## src/logic/sbl_pkg.sv

```systemverilog
// Purpose: shared constants and types of the secure boot loader
// Assumes: 20 MHz reference clock, 32-bit classic Wishbone slave
// Notes: security bit positions, crc constants and register offsets
`default_nettype none
package sbl_pkg;
  // ****************************************
  // timing
  // ****************************************
  localparam int unsigned CLK_HZ = 20_000_000;
  localparam int unsigned BOOT_DLY_US = 15; // least wait after reset
  localparam int unsigned BOOT_DLY_CYC = (BOOT_DLY_US * CLK_HZ + 999_999) / 1_000_000;
  localparam int unsigned DLY_W = 9;
  // ****************************************
  // image checksum
  // ****************************************
  localparam logic [31:0] CRC_POLY = 32'hEDB88320;
  localparam logic [31:0] CRC_INIT = 32'hFFFFFFFF;
  localparam logic [31:0] CRC_BYPASS = 32'h0D15AB1E;
  // ****************************************
  // security word layout
  // ****************************************
  localparam int unsigned SEC_NOJTAG = 0;
  localparam int unsigned SEC_NOLINK = 1;
  localparam int unsigned SEC_OTPBOOT = 5;
  localparam int unsigned SEC_REDUND = 7;
  localparam int unsigned SEC_LOCK0 = 8;
  localparam int unsigned SEC_MLOCK = 12;
  localparam int unsigned SEC_NOJOTP = 13;
  localparam logic [31:0] SEC_GP_MASK = 32'h003F8000; // bits 21..15
  localparam int unsigned SEC_UID_LO = 22;
  localparam logic [31:0] SEC_RESET = 32'hFFFFFFFF; // locked until loaded
  // ****************************************
  // otp and ram geometry
  // ****************************************
  localparam int unsigned OTP_SECTORS = 4;
  localparam int unsigned OTP_ROWS = 512;
  localparam int unsigned OTP_AW = 11;
  localparam int unsigned RAM_AW = 16;
  localparam logic [15:0] BOOT_ENTRY = 16'h0000;
  localparam logic [23:0] RES_OTP_ADDR = 24'h100200;
  localparam logic [23:0] RES_OTP_DATA = 24'h200100;
  localparam logic [23:0] RES_OTP_CTRL = 24'h100300;
  // ****************************************
  // register offsets and fields
  // ****************************************
  localparam logic [7:0] ADR_SEC = 8'h00;
  localparam logic [7:0] ADR_STAT = 8'h04;
  localparam logic [7:0] ADR_PADDR = 8'h08;
  localparam logic [7:0] ADR_PDATA = 8'h0C;
  localparam logic [7:0] ADR_PCTRL = 8'h10;
  localparam int unsigned CTRL_ROW = 0;
  localparam int unsigned CTRL_SEC = 1;
  localparam int unsigned STAT_REJ = 4;
  // ****************************************
  // types
  // ****************************************
  typedef enum logic [3:0] {
    S_RST, S_SECRD, S_SECCAP, S_FL, S_ORD, S_OCAP, S_OBYTE, S_RUN, S_FAIL
  } sbl_state_e;
  typedef enum logic [1:0] {PH_CNT, PH_PRG, PH_CRC} sbl_phase_e;
  typedef struct packed {
    logic cyc;
    logic stb;
    logic we;
    logic [3:0] sel;
    logic [7:0] adr;
    logic [31:0] dat;
  } sbl_wb_s;
  typedef struct packed {
    logic we;
    logic [RAM_AW-1:0] adr;
    logic [31:0] dat;
  } sbl_ram_s;
  typedef struct packed {
    logic row;
    logic sec;
    logic [15:0] adr;
    logic [31:0] dat;
  } sbl_pgm_s;
  typedef struct packed {
    sbl_state_e st;
    sbl_phase_e ph;
    logic [DLY_W-1:0] dly;
    logic [31:0] sec;
    logic src_otp;
    logic ck1, ck2, ck3, dt1, dt2;
    logic [2:0] bitc;
    logic [7:0] shf;
    logic [31:0] wrd;
    logic [31:0] otpw;
    logic [1:0] bsel;
    logic [1:0] bidx;
    logic [31:0] cnt;
    logic [RAM_AW-1:0] raddr;
    logic [31:0] crc;
    logic [OTP_AW-1:0] otp_a;
    logic fl_cs_n;
    sbl_ram_s ram;
    logic start, fail, done, rej;
    logic ack;
    logic [31:0] rdat;
    logic [15:0] paddr;
    logic [31:0] pdata;
    sbl_pgm_s pgm;
  } sbl_state_s;
endpackage
`default_nettype wire

```

## src/logic/sbl_top.sv

```systemverilog
// Purpose: boot source pick, image load with crc check, security gating
// Assumes: otp read data valid one cycle after its read enable
// Notes: flash clock is sampled, never used as a clock
// Operation
// - pull-downs on gpio while reset held
// - wait 15 us after release, then boot
// - security bit 5 picks otp, else flash
// - image is count, program words, checksum
// - bypass value skips the checksum check
// - count and checksum are little endian
// - load from ram zero, start there
// - crc covers count and program only
// - reflected crc32, all-ones start, inverted
// - bit 0 blocks jtag tile access
// - bit 1 blocks other tile access
// - bit 7 enables otp redundant rows
// - bits 8 to 11 lock otp sectors
// - bit 12 rejects all otp programming
// - bit 13 blocks jtag otp access
// - bits 21..15 software general field
// - bits 31..22 extend jtag usercode
// - security word loaded from otp first
// - otp boot copies otp data to ram
// - otp is four sectors of 512 rows
// - otp programming through three ports
`timescale 1ns/100ps
`default_nettype none
module sbl_top #(
  parameter int unsigned DLY_CYC = sbl_pkg::BOOT_DLY_CYC
) (
  // clock and reset
  input wire logic REF_CLK,
  input wire logic RST_N,
  // register bus
  input wire sbl_pkg::sbl_wb_s WB_I,
  output logic [31:0] WB_DAT_O,
  output logic WB_ACK_O,
  // pads
  output logic GPIO_PD_EN,
  // boot flash
  output logic FL_CS_N,
  input wire logic FL_SCK,
  input wire logic FL_MISO,
  // otp read side
  output logic OTP_RD_EN,
  output logic OTP_SEC_RD,
  output logic [sbl_pkg::OTP_AW-1:0] OTP_ADDR,
  input wire logic [31:0] OTP_RDATA,
  // otp programming side
  output sbl_pkg::sbl_pgm_s OTP_PGM_O,
  output logic OTP_REDUND,
  // ram load and start
  output sbl_pkg::sbl_ram_s RAM_O,
  output logic BOOT_START,
  output logic [15:0] BOOT_ADDR,
  output logic BOOT_FAIL,
  // security gates
  output logic JTAG_BLOCK,
  output logic LINK_BLOCK,
  input wire logic JTAG_OTP_REQ,
  output logic JTAG_OTP_OK,
  output logic [9:0] USERCODE_EXT
);
  // ****************************************
  // helpers
  // ****************************************
  // one byte of reflected crc32
  function automatic logic [31:0] crc_byte(input logic [31:0] c, input logic [7:0] b);
    logic [31:0] r;
    r = c ^ {24'h000000, b};
    for (int i = 0; i < 8; i++) begin
      r = r[0] ? ((r >> 1) ^ sbl_pkg::CRC_POLY) : (r >> 1);
    end
    return r;
  endfunction
  // merge write data by byte lanes
  function automatic logic [31:0] wmerge(input logic [31:0] o, input logic [31:0] d,
                                         input logic [3:0] s);
    logic [31:0] r;
    r = o;
    for (int i = 0; i < 4; i++) begin
      if (s[i]) begin
        r[i*8 +: 8] = d[i*8 +: 8];
      end
    end
    return r;
  endfunction
  // ****************************************
  // state
  // ****************************************
  sbl_pkg::sbl_state_s q; // registered state
  sbl_pkg::sbl_state_s n; // next state
  logic byte_v; // a boot byte is ready
  logic [7:0] byte_b; // that byte
  logic [31:0] word; // word with the new byte on top
  logic ck_rise; // sampled flash clock edge
  logic wb_hit; // new bus request
  logic [31:0] wm; // merged write data
  logic [1:0] sect; // sector of program address
  // ****************************************
  // next state logic
  // ****************************************
  // one process for boot, parser and bus
  always_comb begin
    n = q;
    byte_v = 1'b0;
    byte_b = 8'h00;
    n.ram.we = 1'b0;
    n.start = 1'b0;
    n.pgm.row = 1'b0;
    n.pgm.sec = 1'b0;
    // two-stage samplers, edge seen past stage two
    n.ck1 = FL_SCK;
    n.ck2 = q.ck1;
    n.ck3 = q.ck2;
    n.dt1 = FL_MISO;
    n.dt2 = q.dt1;
    ck_rise = q.ck2 & ~q.ck3;
    unique case (q.st)
      // internal reset wait
      sbl_pkg::S_RST: begin
        if (q.dly == sbl_pkg::DLY_W'(DLY_CYC - 1)) begin
          n.st = sbl_pkg::S_SECRD;
        end else begin
          n.dly = q.dly + 1'b1;
        end
      end
      // security word read issued
      sbl_pkg::S_SECRD: n.st = sbl_pkg::S_SECCAP;
      // capture it and pick the source
      sbl_pkg::S_SECCAP: begin
        n.sec = OTP_RDATA;
        n.src_otp = OTP_RDATA[sbl_pkg::SEC_OTPBOOT];
        if (OTP_RDATA[sbl_pkg::SEC_OTPBOOT]) begin
          n.st = sbl_pkg::S_ORD;
        end else begin
          n.st = sbl_pkg::S_FL;
          n.fl_cs_n = 1'b0;
        end
      end
      // flash: msb first bits on sampled rise
      sbl_pkg::S_FL: begin
        if (ck_rise) begin
          n.shf = {q.shf[6:0], q.dt2};
          n.bitc = q.bitc + 1'b1;
          if (q.bitc == 3'h7) begin
            byte_v = 1'b1;
            byte_b = {q.shf[6:0], q.dt2};
          end
        end
      end
      // otp: read one row from address zero up
      sbl_pkg::S_ORD: n.st = sbl_pkg::S_OCAP;
      sbl_pkg::S_OCAP: begin
        n.otpw = OTP_RDATA;
        n.otp_a = q.otp_a + 1'b1;
        n.bsel = 2'h0;
        n.st = sbl_pkg::S_OBYTE;
      end
      // hand out the row low byte first
      sbl_pkg::S_OBYTE: begin
        byte_v = 1'b1;
        byte_b = q.otpw[7:0];
        n.otpw = q.otpw >> 8;
        n.bsel = q.bsel + 1'b1;
        if (q.bsel == 2'h3) begin
          n.st = sbl_pkg::S_ORD;
        end
      end
      // end states hold
      sbl_pkg::S_RUN, sbl_pkg::S_FAIL: n.st = q.st;
      default: n.st = sbl_pkg::S_FAIL; // stray code parks in failure
    endcase
    // ****************************************
    // image parser
    // ****************************************
    word = {byte_b, q.wrd[31:8]};
    if (byte_v) begin
      n.wrd = word;
      n.bidx = q.bidx + 1'b1;
      if (q.ph != sbl_pkg::PH_CRC) begin
        n.crc = crc_byte(q.crc, byte_b);
      end
      if (q.bidx == 2'h3) begin
        unique case (q.ph)
          // word count; zero goes straight to checksum
          sbl_pkg::PH_CNT: begin
            n.cnt = word;
            n.ph = (word == 32'h00000000) ? sbl_pkg::PH_CRC : sbl_pkg::PH_PRG;
          end
          // program words land from ram zero up
          sbl_pkg::PH_PRG: begin
            n.ram.we = 1'b1;
            n.ram.adr = q.raddr;
            n.ram.dat = word;
            n.raddr = q.raddr + 1'b1;
            n.cnt = q.cnt - 1'b1;
            if (q.cnt == 32'h00000001) begin
              n.ph = sbl_pkg::PH_CRC;
            end
          end
          // trailing word: bypass or inverted residue
          sbl_pkg::PH_CRC: begin
            n.fl_cs_n = 1'b1;
            if (word == sbl_pkg::CRC_BYPASS || word == ~q.crc) begin
              n.st = sbl_pkg::S_RUN;
              n.start = 1'b1;
              n.done = 1'b1;
            end else begin
              n.st = sbl_pkg::S_FAIL;
              n.fail = 1'b1;
            end
          end
          default: n.st = sbl_pkg::S_FAIL;
        endcase
      end
    end
    // ****************************************
    // wishbone slave
    // ****************************************
    wb_hit = WB_I.cyc & WB_I.stb & ~q.ack;
    n.ack = wb_hit; // ack one cycle after the request
    wm = 32'h00000000;
    sect = q.paddr[10:9];
    if (wb_hit && !WB_I.we) begin
      unique case (WB_I.adr)
        sbl_pkg::ADR_SEC: n.rdat = q.sec;
        sbl_pkg::ADR_STAT: n.rdat = {27'h0, q.rej, q.src_otp, q.fail, q.done,
                                     (q.st != sbl_pkg::S_RUN && q.st != sbl_pkg::S_FAIL)};
        sbl_pkg::ADR_PADDR: n.rdat = {16'h0000, q.paddr};
        sbl_pkg::ADR_PDATA: n.rdat = q.pdata;
        default: n.rdat = 32'h00000000; // unmapped reads zero
      endcase
    end
    if (wb_hit && WB_I.we) begin
      unique case (WB_I.adr)
        // only the general field is software writable
        sbl_pkg::ADR_SEC: begin
          wm = wmerge(n.sec, WB_I.dat, WB_I.sel); // on n.sec: a load this cycle survives
          n.sec = (n.sec & ~sbl_pkg::SEC_GP_MASK) | (wm & sbl_pkg::SEC_GP_MASK);
        end
        // write one to drop the reject flag
        sbl_pkg::ADR_STAT: begin
          wm = wmerge(32'h00000000, WB_I.dat, WB_I.sel);
          if (wm[sbl_pkg::STAT_REJ]) begin
            n.rej = 1'b0;
          end
        end
        // address and data ports of programming
        sbl_pkg::ADR_PADDR: begin
          wm = wmerge({16'h0000, q.paddr}, WB_I.dat, WB_I.sel);
          n.paddr = wm[15:0];
        end
        sbl_pkg::ADR_PDATA: n.pdata = wmerge(q.pdata, WB_I.dat, WB_I.sel);
        // control port: locks decide each request
        sbl_pkg::ADR_PCTRL: begin
          wm = wmerge(32'h00000000, WB_I.dat, WB_I.sel);
          n.pgm.adr = q.paddr;
          n.pgm.dat = q.pdata;
          if (wm[sbl_pkg::CTRL_ROW]) begin
            if (q.sec[sbl_pkg::SEC_MLOCK] || q.sec[sbl_pkg::SEC_LOCK0 + sect]
                || q.paddr >= 16'(sbl_pkg::OTP_SECTORS * sbl_pkg::OTP_ROWS)) begin
              n.rej = 1'b1;
            end else begin
              n.pgm.row = 1'b1;
            end
          end
          if (wm[sbl_pkg::CTRL_SEC]) begin
            if (q.sec[sbl_pkg::SEC_MLOCK]) begin
              n.rej = 1'b1;
            end else begin
              n.pgm.sec = 1'b1;
            end
          end
        end
        default: n.rej = q.rej; // unmapped writes are dropped
      endcase
    end
  end
  // ****************************************
  // state register
  // ****************************************
  // async reset to constants only
  always_ff @(posedge REF_CLK or negedge RST_N) begin
    if (!RST_N) begin
      q <= '0;
      q.st <= sbl_pkg::S_RST;
      q.ph <= sbl_pkg::PH_CNT;
      q.sec <= sbl_pkg::SEC_RESET;
      q.crc <= sbl_pkg::CRC_INIT;
      q.fl_cs_n <= 1'b1;
    end else begin
      q <= n;
    end
  end
  // ****************************************
  // outputs
  // ****************************************
  assign GPIO_PD_EN = ~RST_N;
  assign WB_DAT_O = q.rdat;
  assign WB_ACK_O = q.ack;
  assign FL_CS_N = q.fl_cs_n;
  assign OTP_RD_EN = (q.st == sbl_pkg::S_SECRD) || (q.st == sbl_pkg::S_ORD);
  assign OTP_SEC_RD = (q.st == sbl_pkg::S_SECRD);
  assign OTP_ADDR = q.otp_a;
  assign OTP_PGM_O = q.pgm;
  assign OTP_REDUND = q.sec[sbl_pkg::SEC_REDUND];
  assign RAM_O = q.ram;
  assign BOOT_START = q.start;
  assign BOOT_ADDR = sbl_pkg::BOOT_ENTRY;
  assign BOOT_FAIL = q.fail;
  assign JTAG_BLOCK = q.sec[sbl_pkg::SEC_NOJTAG];
  assign LINK_BLOCK = q.sec[sbl_pkg::SEC_NOLINK];
  // gate is a handshake, so it may stay combinational
  assign JTAG_OTP_OK = JTAG_OTP_REQ & ~q.sec[sbl_pkg::SEC_NOJOTP];
  assign USERCODE_EXT = q.sec[31:sbl_pkg::SEC_UID_LO];
endmodule
`default_nettype wire

```

## config.mk

```make
export PLATFORM = sky130hd
export DESIGN_NAME = sbl_top
export DESIGN_NICKNAME = d
export VERILOG_FILES = /design/src/logic/sbl_pkg.sv /design/src/logic/sbl_top.sv
export SDC_FILE = /design/constraint.sdc
export NUM_CORES = 1
export LEC_CHECK = 0
export BUFFER_PORTS_ARGS = -buffer_cell sky130_fd_sc_hd__buf_2
export CORE_MARGIN = 5
export CORE_UTILIZATION = 35
export CTS_BUF_LIST = sky130_fd_sc_hd__clkbuf_2 sky130_fd_sc_hd__clkbuf_4 sky130_fd_sc_hd__clkbuf_8
export DETAILED_ROUTE_END_ITERATION = 7
export HOLD_SLACK_MARGIN = 0.1
export PLACE_DENSITY = 0.55
export SYNTH_ARGS = -nofsm -noshare
export SYNTH_HDL_FRONTEND = slang
export SYNTH_SLANG_ARGS = --single-unit
```

## constraint.sdc

```tcl
create_clock -name REF_CLK -period 5 [get_ports REF_CLK]
set_clock_uncertainty 0.15 [all_clocks]
set_input_delay 1.25 -clock REF_CLK [delete_from_list [all_inputs] [get_ports REF_CLK]]
set_output_delay 1.25 -clock REF_CLK [all_outputs]
set_load 0.03 [all_outputs]
```

==> impl_metrics.toml, run 1 <==
[synth]
synth_top_cells_by_area = "dfrtp_1 (42%), dfstp_2 (8.7%), mux2_2 (8.4%)"
ys_seq_area_frac = 0.510
synth_edf_count = 0
synthTopCellsByCount = "dfrtp_1 (334), nand2_1 (326), buf_4 (169)"
synth_async_sr_flop_share = 1.00
syn_area_um2 = 19700
synth_flop_cell = "dfrtp_1"
netlist_instances = 1850
synth_xor_xnor_area_share = 0.0629
synthSimpleGateAreaFrac = 0.141
yosysMostFrequentCell = "dfrtp_1"
muxShareOfSynthArea = 0.109
synth_top_family_by_area = "simple AND/OR/NAND/NOR gates"
yosys.area_share.adder = 0.00571
synth_top_area_cell = "dfrtp_1"
synth_top_area_share = 0.424
ys.warnings.count = 0
synth_compound_area_frac = 0.0845
ys_ff_latch = 399
postSynthAreaPerCell_um2 = 10.7
synthDistinctLibCells = 73

[worst_setup_path]
max_stage_delay_ps = 640
path_delay_family = "simple AND/OR/NAND/NOR gates"
critPathMaxFanout = 51
worstPathArrival_ps = 4090
crit_chain = "and4bb_2 -> buf_4 -> and2_1 -> or2_1 -> xor2_2 -> xnor3_2 -> xor2_1 -> o21ai_1"
start_kind = "flop"
r2r-start = "q[407]"
worstSetupPathType = "reg2reg"
setup.worst_path.start = "q[407]"
required_ps = 5420
crit_slowest_cell = "and4bb_2"
cp_num_buf_inv = 1
end_kind = "flop"

[layout]
multi_input_area_um2 = 8060
fin_nets = 2037
n_fill_cell = 5576
final_core_util = 0.396
regArea_um2 = 10100
drive_gt1_frac = 0.328
finalInstanceArea_um2 = 22200
stdcell_count = 2769
area_growth_pct = 12.7

[placed_design]
dp.cells = 2624
gp_congestion = 0.824
dp_hpwl_mm = 36.8
portBuffers = 246
pre_cts_ws_ps = 1100
placed_cell_area_um2 = 20500

[timing]
period_share = 0.733
rsz0062_at_grt = "false"
final_max_slew_viol_count = 0
worst_pin_slew_ps = 1030
clock.fmax_mhz = 273
setup_tns_ps = 0
hold_ws_ps = 208
hold_viol_final = 0
min_period_ps = 3660
max_slew_margin = 0.301
finalSetupViolations = 0
layout_setup_ws_ps = 1340

[worst_hold_path]
hold_class = "reg2reg"
hp-start = "n[358]"

[floorplanning]
pin_count = 263
dieArea_um2 = 61200
die_y_um = 247
die_w_um = 247
core-area_um2 = 56200
rows = 87
initial_core_util = 0.351

[clock_tree]
ctsRootBufferMaster = "clkbuf_8"
cts_sinks = 399
cts_setup_buffers = 0
cts_max_level = 3
holdBufCountCts = 0
cts_tree = "yes"
clkLatencyLatePin_ps = 660
cts.path.max_buffers = 3
clkTransAtPathRegs_ps = 60
post_cts_resized = 0
numCtsBuffers = 74

[pwr]
power_mw = 7.00
leakage_nw = 10.7
powerDensity_nw_per_um2 = 315
vdd_drop_max_v = 0.000210

[routing]
wl_per_cell_um = 18.8
vias_per_cell = 4.97
ant_nets = 0
drcViolationCount = 0
drt-pass1-iter-count = 5
drt-total-wl_mm = 52.1
routed-via-count = 13756
dr.first_iter.drc_count = 934

[outcome]
run_status = "completed"

[grt]
grt_max_degree = 173
grt_pass1_vias = 13858
grt_pass1_wl_mm = 80.9
antenna_found_initial = 12
grt_remaining_overflow = 0
track_usage = 0.168

[flow_run]
drv_cap = 0
[logic make-up (layout without fill, tap and decap cells)]
family	count (synthesis)	count (layout)
and+or+nand+nor	604	604
DFF	399	399
buffers and inverters	275	416
AOI/OAI and AO/OA	250	250
muxes	189	189
xor gates and xnor gates	123	123
adders and majority gates	9	9
other	1	23
[registers in the layout, indices dropped and copies added, names as in the netlist, named ones only]
name,cells
WB_ACK_O,1
OTP_PGM_O,50
WB_DAT_O,32
FL_CS_N,1
OTP_ADDR,11
BOOT_START,1
n,3
BOOT_FAIL,1
q,225
RAM_O,49
[final timing paths]
kind,end,slack (ps),depth (start not counted)
min in group asynchronous,OTP_PGM_O[27],310,1
setup / recovery,q[215],1340,8
setup reg to reg,q[215],1340,8
hold reg to reg,n[357],210,0
max in group asynchronous,q[250],3100,2
hold / removal,n[357],210,0
[layout make-up]
cell class | count | area share
Antenna cell | 7 | 0.000788
Clock buffer | 123 | 0.0699
Clock inverter | 15 | 0.00529
Inverter | 11 | 0.00186
Multi-Input combinational cell | 1191 | 0.362
Sequential cell | 399 | 0.453
Tap cell | 756 | 0.0425
Timing Repair Buffer | 267 | 0.0646
[worst register-to-register path: stages (launching register included)]
cell and delay, ps:
dfrtp_1 500, and4bb_2 640, buf_4 480, and2_1 240, or2_1 340, xor2_2 440
xnor3_2 500, xor2_1 190, o21ai_1 130
[per-layer routing]
layer  GRT usage  share of wire  vias to the layer above
li1            -              -                     6419
met1       0.229           0.45                     6836
met2       0.255           0.45                      407
met3      0.0560          0.076                       84
met4      0.0472          0.020                       10
met5           0         0.0012                        -
[power breakdown]
group	switching, mW	internal [mW]	leakage, nW
clock network	1.45	1.98	0.880
logic	0.210	0.0713	4.72
registers	0.0214	3.26	5.15
total	1.68	5.32	10.7
[placed cells by master, fill, tap and decap left out, types with 13 or more instances in the layout]
cell type  Yosys  layout
buf_2          5     245
xnor2_1       87      87
o31ai_1       14      14
o21ai_1       16      16
and2_1        13      13
o21ai_0       76      76
mux2_2       148     148
o22ai_1       22      22
a21oi_1       45      45
clkbuf_4       0      22
mux2i_1       35      35
dfrtp_1      334     334
xor2_1        22      22
nand2_1      326     326
nand4_1       16      16
a221oi_1      16      16
clkbuf_8       0     101
nor3_1        22      19
nor4_1        23      23
and3_1        15      15
conb_1         1      16
buf_4        169      18
nand3_1       49      48
nor2_1        83      82
dfstp_2       65      65
a22oi_1       13      13
Power figures use the tool's default switching activity.
==> run 2: changes to the inputs <==
clock period = 3.6 ns   (was 5 ns; I/O delays follow)
==> impl_metrics.toml, run 2 (synthesis results as in run 1) <==
[grt]
grt_remaining_overflow = 0
grt_pass1_wl_mm = 81.0
track_usage = 0.167
antenna_found_initial = 18
grt_pass1_vias = 13896
grt_max_degree = 146

[worst_setup_path]
worstSetupPathType = "reg2reg"
end_kind = "flop"
critPathMaxFanout = 22
crit_slowest_cell = "and4bb_2"
required_ps = 4000
start_kind = "flop"
crit_chain = "and4bb_2 -> and2_1 -> or2_1 -> xor2_2 -> xnor3_1 -> xnor2_1 -> o21ai_1"
max_stage_delay_ps = 650
worstPathArrival_ps = 3600

[clock_tree]
clkLatencyLatePin_ps = 650
cts_sinks = 399
cts_setup_buffers = 0
cts.path.max_buffers = 3
post_cts_resized = 0
cts_tree = "yes"
holdBufCountCts = 0
cts_max_level = 3
ctsRootBufferMaster = "clkbuf_8"
clkTransAtPathRegs_ps = 50
numCtsBuffers = 74

[routing]
vias_per_cell = 4.97
drt-pass1-iter-count = 5
ant_nets = 0
drcViolationCount = 0
dr.first_iter.drc_count = 715
routed-via-count = 13797
wl_per_cell_um = 18.8
drt-total-wl_mm = 52.3

[timing]
rsz0062_at_grt = "false"
hold_ws_ps = 198
max_slew_margin = 0.448
worst_pin_slew_ps = 823
finalSetupViolations = 0
min_period_ps = 3200
period_share = 0.890
hold_viol_final = 0
clock.fmax_mhz = 312
final_max_slew_viol_count = 0
setup_tns_ps = 0

[placed_design]
dp_hpwl_mm = 36.7
portBuffers = 246
gp_congestion = 0.822

[floorplanning]
die_w_um = 247
dieArea_um2 = 61200
rows = 87
die_y_um = 247
initial_core_util = 0.351
core-area_um2 = 56200
pin_count = 263

[flow_run]
drv_cap = 0

[layout]
fin_nets = 2050
top_register = "q"
final_common_cell = "dfrtp_1"
most-common-layout-cells = "dfrtp_1 (334), nand2_1 (326), buf_2 (245)"
largest_reg_flops = 225
drive_gt1_frac = 0.329
n_fill_cell = 5567
area_growth_pct = 13.2

[pwr]
power_mw = 9.86
leakage_nw = 10.8
vdd_drop_max_v = 0.000299
powerDensity_nw_per_um2 = 441

[outcome]
run_status = "completed"

[worst_hold_path]
hold_class = "reg2reg"
## run 2: layout make-up
class | instances | area, µm² | share of cell area
clock inverters | 11 | 204 | 0.00913
flip-flops and latches | 399 | 10100 | 0.451
clock buffers | 118 | 1470 | 0.0657
repair buffers | 280 | 1530 | 0.0687
multi-input cells | 1191 | 8060 | 0.361
diodes | 9 | 22.5 | 0.00101
well taps | 756 | 946 | 0.0423
inverters | 11 | 41.3 | 0.00185
## run 2: stage by stage
step	std cells	util	cell area, µm²	setup slack (ps)
final	2775	0.398	22300	397
after global routing	2770	0.398	22300	236
after CTS	2766	0.397	22300	393
after detailed placement	2637	0.368	20600	319
after global placement	2637	0.368	20600	363
after floorplan	1865	-	19800	367
## run 2: path summary, 6_finish.rpt
check | from | endpoint | slack (ps) | depth (start not counted)
setup reg to reg | q[407] | q[217] | 400 | 7
hold / removal | n[358] | n[357] | 200 | 0
max in group asynchronous | RST_N | RAM_O[40] | 2320 | 2
setup / recovery | q[407] | q[217] | 400 | 7
min in group asynchronous | RST_N | q[292] | 240 | 2
hold reg to reg | n[358] | n[357] | 200 | 0
## run 2: report_power, final
| part | switching, mW | internal (mW) | leakage [nW] |
|---|---|---|---|
| clock network | 1.96 | 2.94 | 0.875 |
| registers | 0.0272 | 4.53 | 5.15 |
| logic | 0.289 | 0.101 | 4.78 |
| total | 2.28 | 7.58 | 10.8 |
## run 2: worst max-delay path, delay by kind of cell, from the launching register on
family | cells | cell delay [ps]
xor+xnor | 3 | 1100
flops | 1 | 510
simple gates | 3 | 1220
compound gates | 1 | 130
## run 2: layer usage
metal  vias up  share of wire  GRT usage
met1      6836           0.45      0.227
met3       112          0.076     0.0566
li1       6439              -          -
met2       392           0.45      0.257
met4        18          0.022     0.0477
met5         -         0.0021          0
==> run 3: changes to the inputs <==
BUFFER_PORTS_ARGS = -buffer_cell sky130_fd_sc_hd__clkbuf_2   (was -buffer_cell sky130_fd_sc_hd__buf_2)
==> impl_metrics.toml, run 3 (synthesis results as in run 1) <==
[layout]
top_register = "q"
final_core_util = 0.398
finalInstanceArea_um2 = 22400
fin_nets = 2052
multi_input_area_um2 = 8060
stdcell_count = 2781
regArea_um2 = 10100
most-common-layout-cells = "dfrtp_1 (334), nand2_1 (326), clkbuf_2 (245)"
drive_gt1_frac = 0.333
area_growth_pct = 13.3
largest_reg_flops = 225
final_common_cell = "dfrtp_1"
n_fill_cell = 5562

[floorplanning]
initial_core_util = 0.351
die_y_um = 247
rows = 87
die_w_um = 247
pin_count = 263
core-area_um2 = 56200
dieArea_um2 = 61200

[worst_setup_path]
end_kind = "flop"
start_kind = "flop"
required_ps = 4000
worstSetupPathType = "reg2reg"
worstPathArrival_ps = 3620
critPathMaxFanout = 11
ff2ff_setup_slack_ps = 380

[clock_tree]
cts_sinks = 399
cts.path.max_buffers = 3
clkLatencyLatePin_ps = 660
cts_tree = "yes"
clkTransAtPathRegs_ps = 60
cts_max_level = 3
cts_setup_buffers = 0
ctsRootBufferMaster = "clkbuf_8"
numCtsBuffers = 75

[grt]
antenna_found_initial = 7
grt_max_degree = 163
grt_pass1_wl_mm = 81.3
track_usage = 0.167
grt_pass1_vias = 14012
grt_remaining_overflow = 0

[flow_run]
drv_cap = 0

[timing]
clock.fmax_mhz = 311
period_share = 0.894
max_slew_margin = 0.396
setup_tns_ps = 0
worst_pin_slew_ps = 905
hold_ws_ps = 207
min_period_ps = 3220
finalSetupViolations = 0
hold_viol_final = 0
final_max_slew_viol_count = 0
rsz0062_at_grt = "false"

[routing]
dr.first_iter.drc_count = 873
routed-via-count = 13749
drcViolationCount = 0
wl_per_cell_um = 18.7
ant_nets = 0
drt-total-wl_mm = 52.1
drt-pass1-iter-count = 5
vias_per_cell = 4.94

[placed_design]
dp.cells = 2637
placed_cell_area_um2 = 20600
gp_congestion = 0.830
portBuffers = 246
dp_hpwl_mm = 36.9

[pwr]
seqPwrFrac = 0.463
p_comb_frac = 0.040
switchingPower_mw = 2.33
leakage_nw = 10.7
vdd_drop_max_v = 0.000266
power_frac_clock = 0.497
internal_power_mw = 7.51
powerDensity_nw_per_um2 = 440
p_sw_frac = 0.237

[worst_hold_path]
hold_class = "reg2reg"

[outcome]
run_status = "completed"
-- run 3: changes by cell type in the layout (fill, tap and decap cells not counted) --
cell           previous run  this run
buf_2                   245         0
bufinv_16                 5         2
clkbuf_2                  0       245
clkbuf_8                 93        99
clkinv_2                  1         8
clkinv_8                  1         0
diode_2                   9         4
dlygate4sd3_1             0         1
inv_8                     0         1
-- run 3: what timing repair did --
| item | in CTS | in global routing |
|---|---|---|
| resized for setup | 0 | 0 |
| hold buffers | 1 | 0 |
| endpoints found under the setup margin | 0 | 0 |
| hold endpoints to repair | 21 | 0 |
-- run 3: critical path, stage by stage (launching register included) --
cell	delay [ps]
dfrtp_1	390
ha_1	200
ha_1	180
buf_4	190
and3_1	330
a221oi_4	600
xnor2_4	220
xnor3_2	540
xor2_1	180
o21ai_1	140
-- run 3: stage by stage --
step	power, mW	worst slack [ps]
after floorplan	4.86	367
after global placement	5.03	404
after detailed placement	5.04	354
after CTS	10.0	385
after global routing	10.3	225
final	9.84	381
-- run 3: cell type report --
class,count,share of cell area
flip-flops and latches,399,0.450
clock buffers,124,0.0693
diodes,4,0.000448
inverters,11,0.00185
well taps,756,0.0423
clock inverters,15,0.00644
repair buffers,281,0.0691
multi-input cells,1191,0.360
-- run 3: power by group through the flow --
stage | Sequential, mW | Combinational (mW) | Clock [mW]
6_report | 4.56 | 0.392 | 4.89
5_1_grt | 4.56 | 0.436 | 5.26
4_1_cts | 4.56 | 0.402 | 5.04
3_5_place_dp | 4.64 | 0.401 | 0
3_3_place_gp | 4.64 | 0.395 | 0
2_1_floorplan | 4.63 | 0.229 | 0
-- run 3: final timing paths --
| path | from | end | cells past startpoint |
|---|---|---|---|
| min in group asynchronous | RST_N | OTP_PGM_O[26] | 2 |
| setup reg to reg | q[352] | q[215] | 9 |
| hold reg to reg | n[355] | q[355] | 0 |
| max in group asynchronous | RST_N | OTP_ADDR[10] | 4 |
| setup / recovery | q[352] | q[215] | 9 |
| hold / removal | n[355] | q[355] | 0 |
-- run 3: metal layers --
metal | GRT usage | share of wire | wire length (µm) | vias up
met5 | 0 | 0.00065 | 34 | -
met4 | 0.0516 | 0.023 | 1200 | 6
met3 | 0.0492 | 0.066 | 3440 | 84
met2 | 0.256 | 0.45 | 23500 | 392
met1 | 0.231 | 0.46 | 23900 | 6815
li1 | - | - | - | 6452
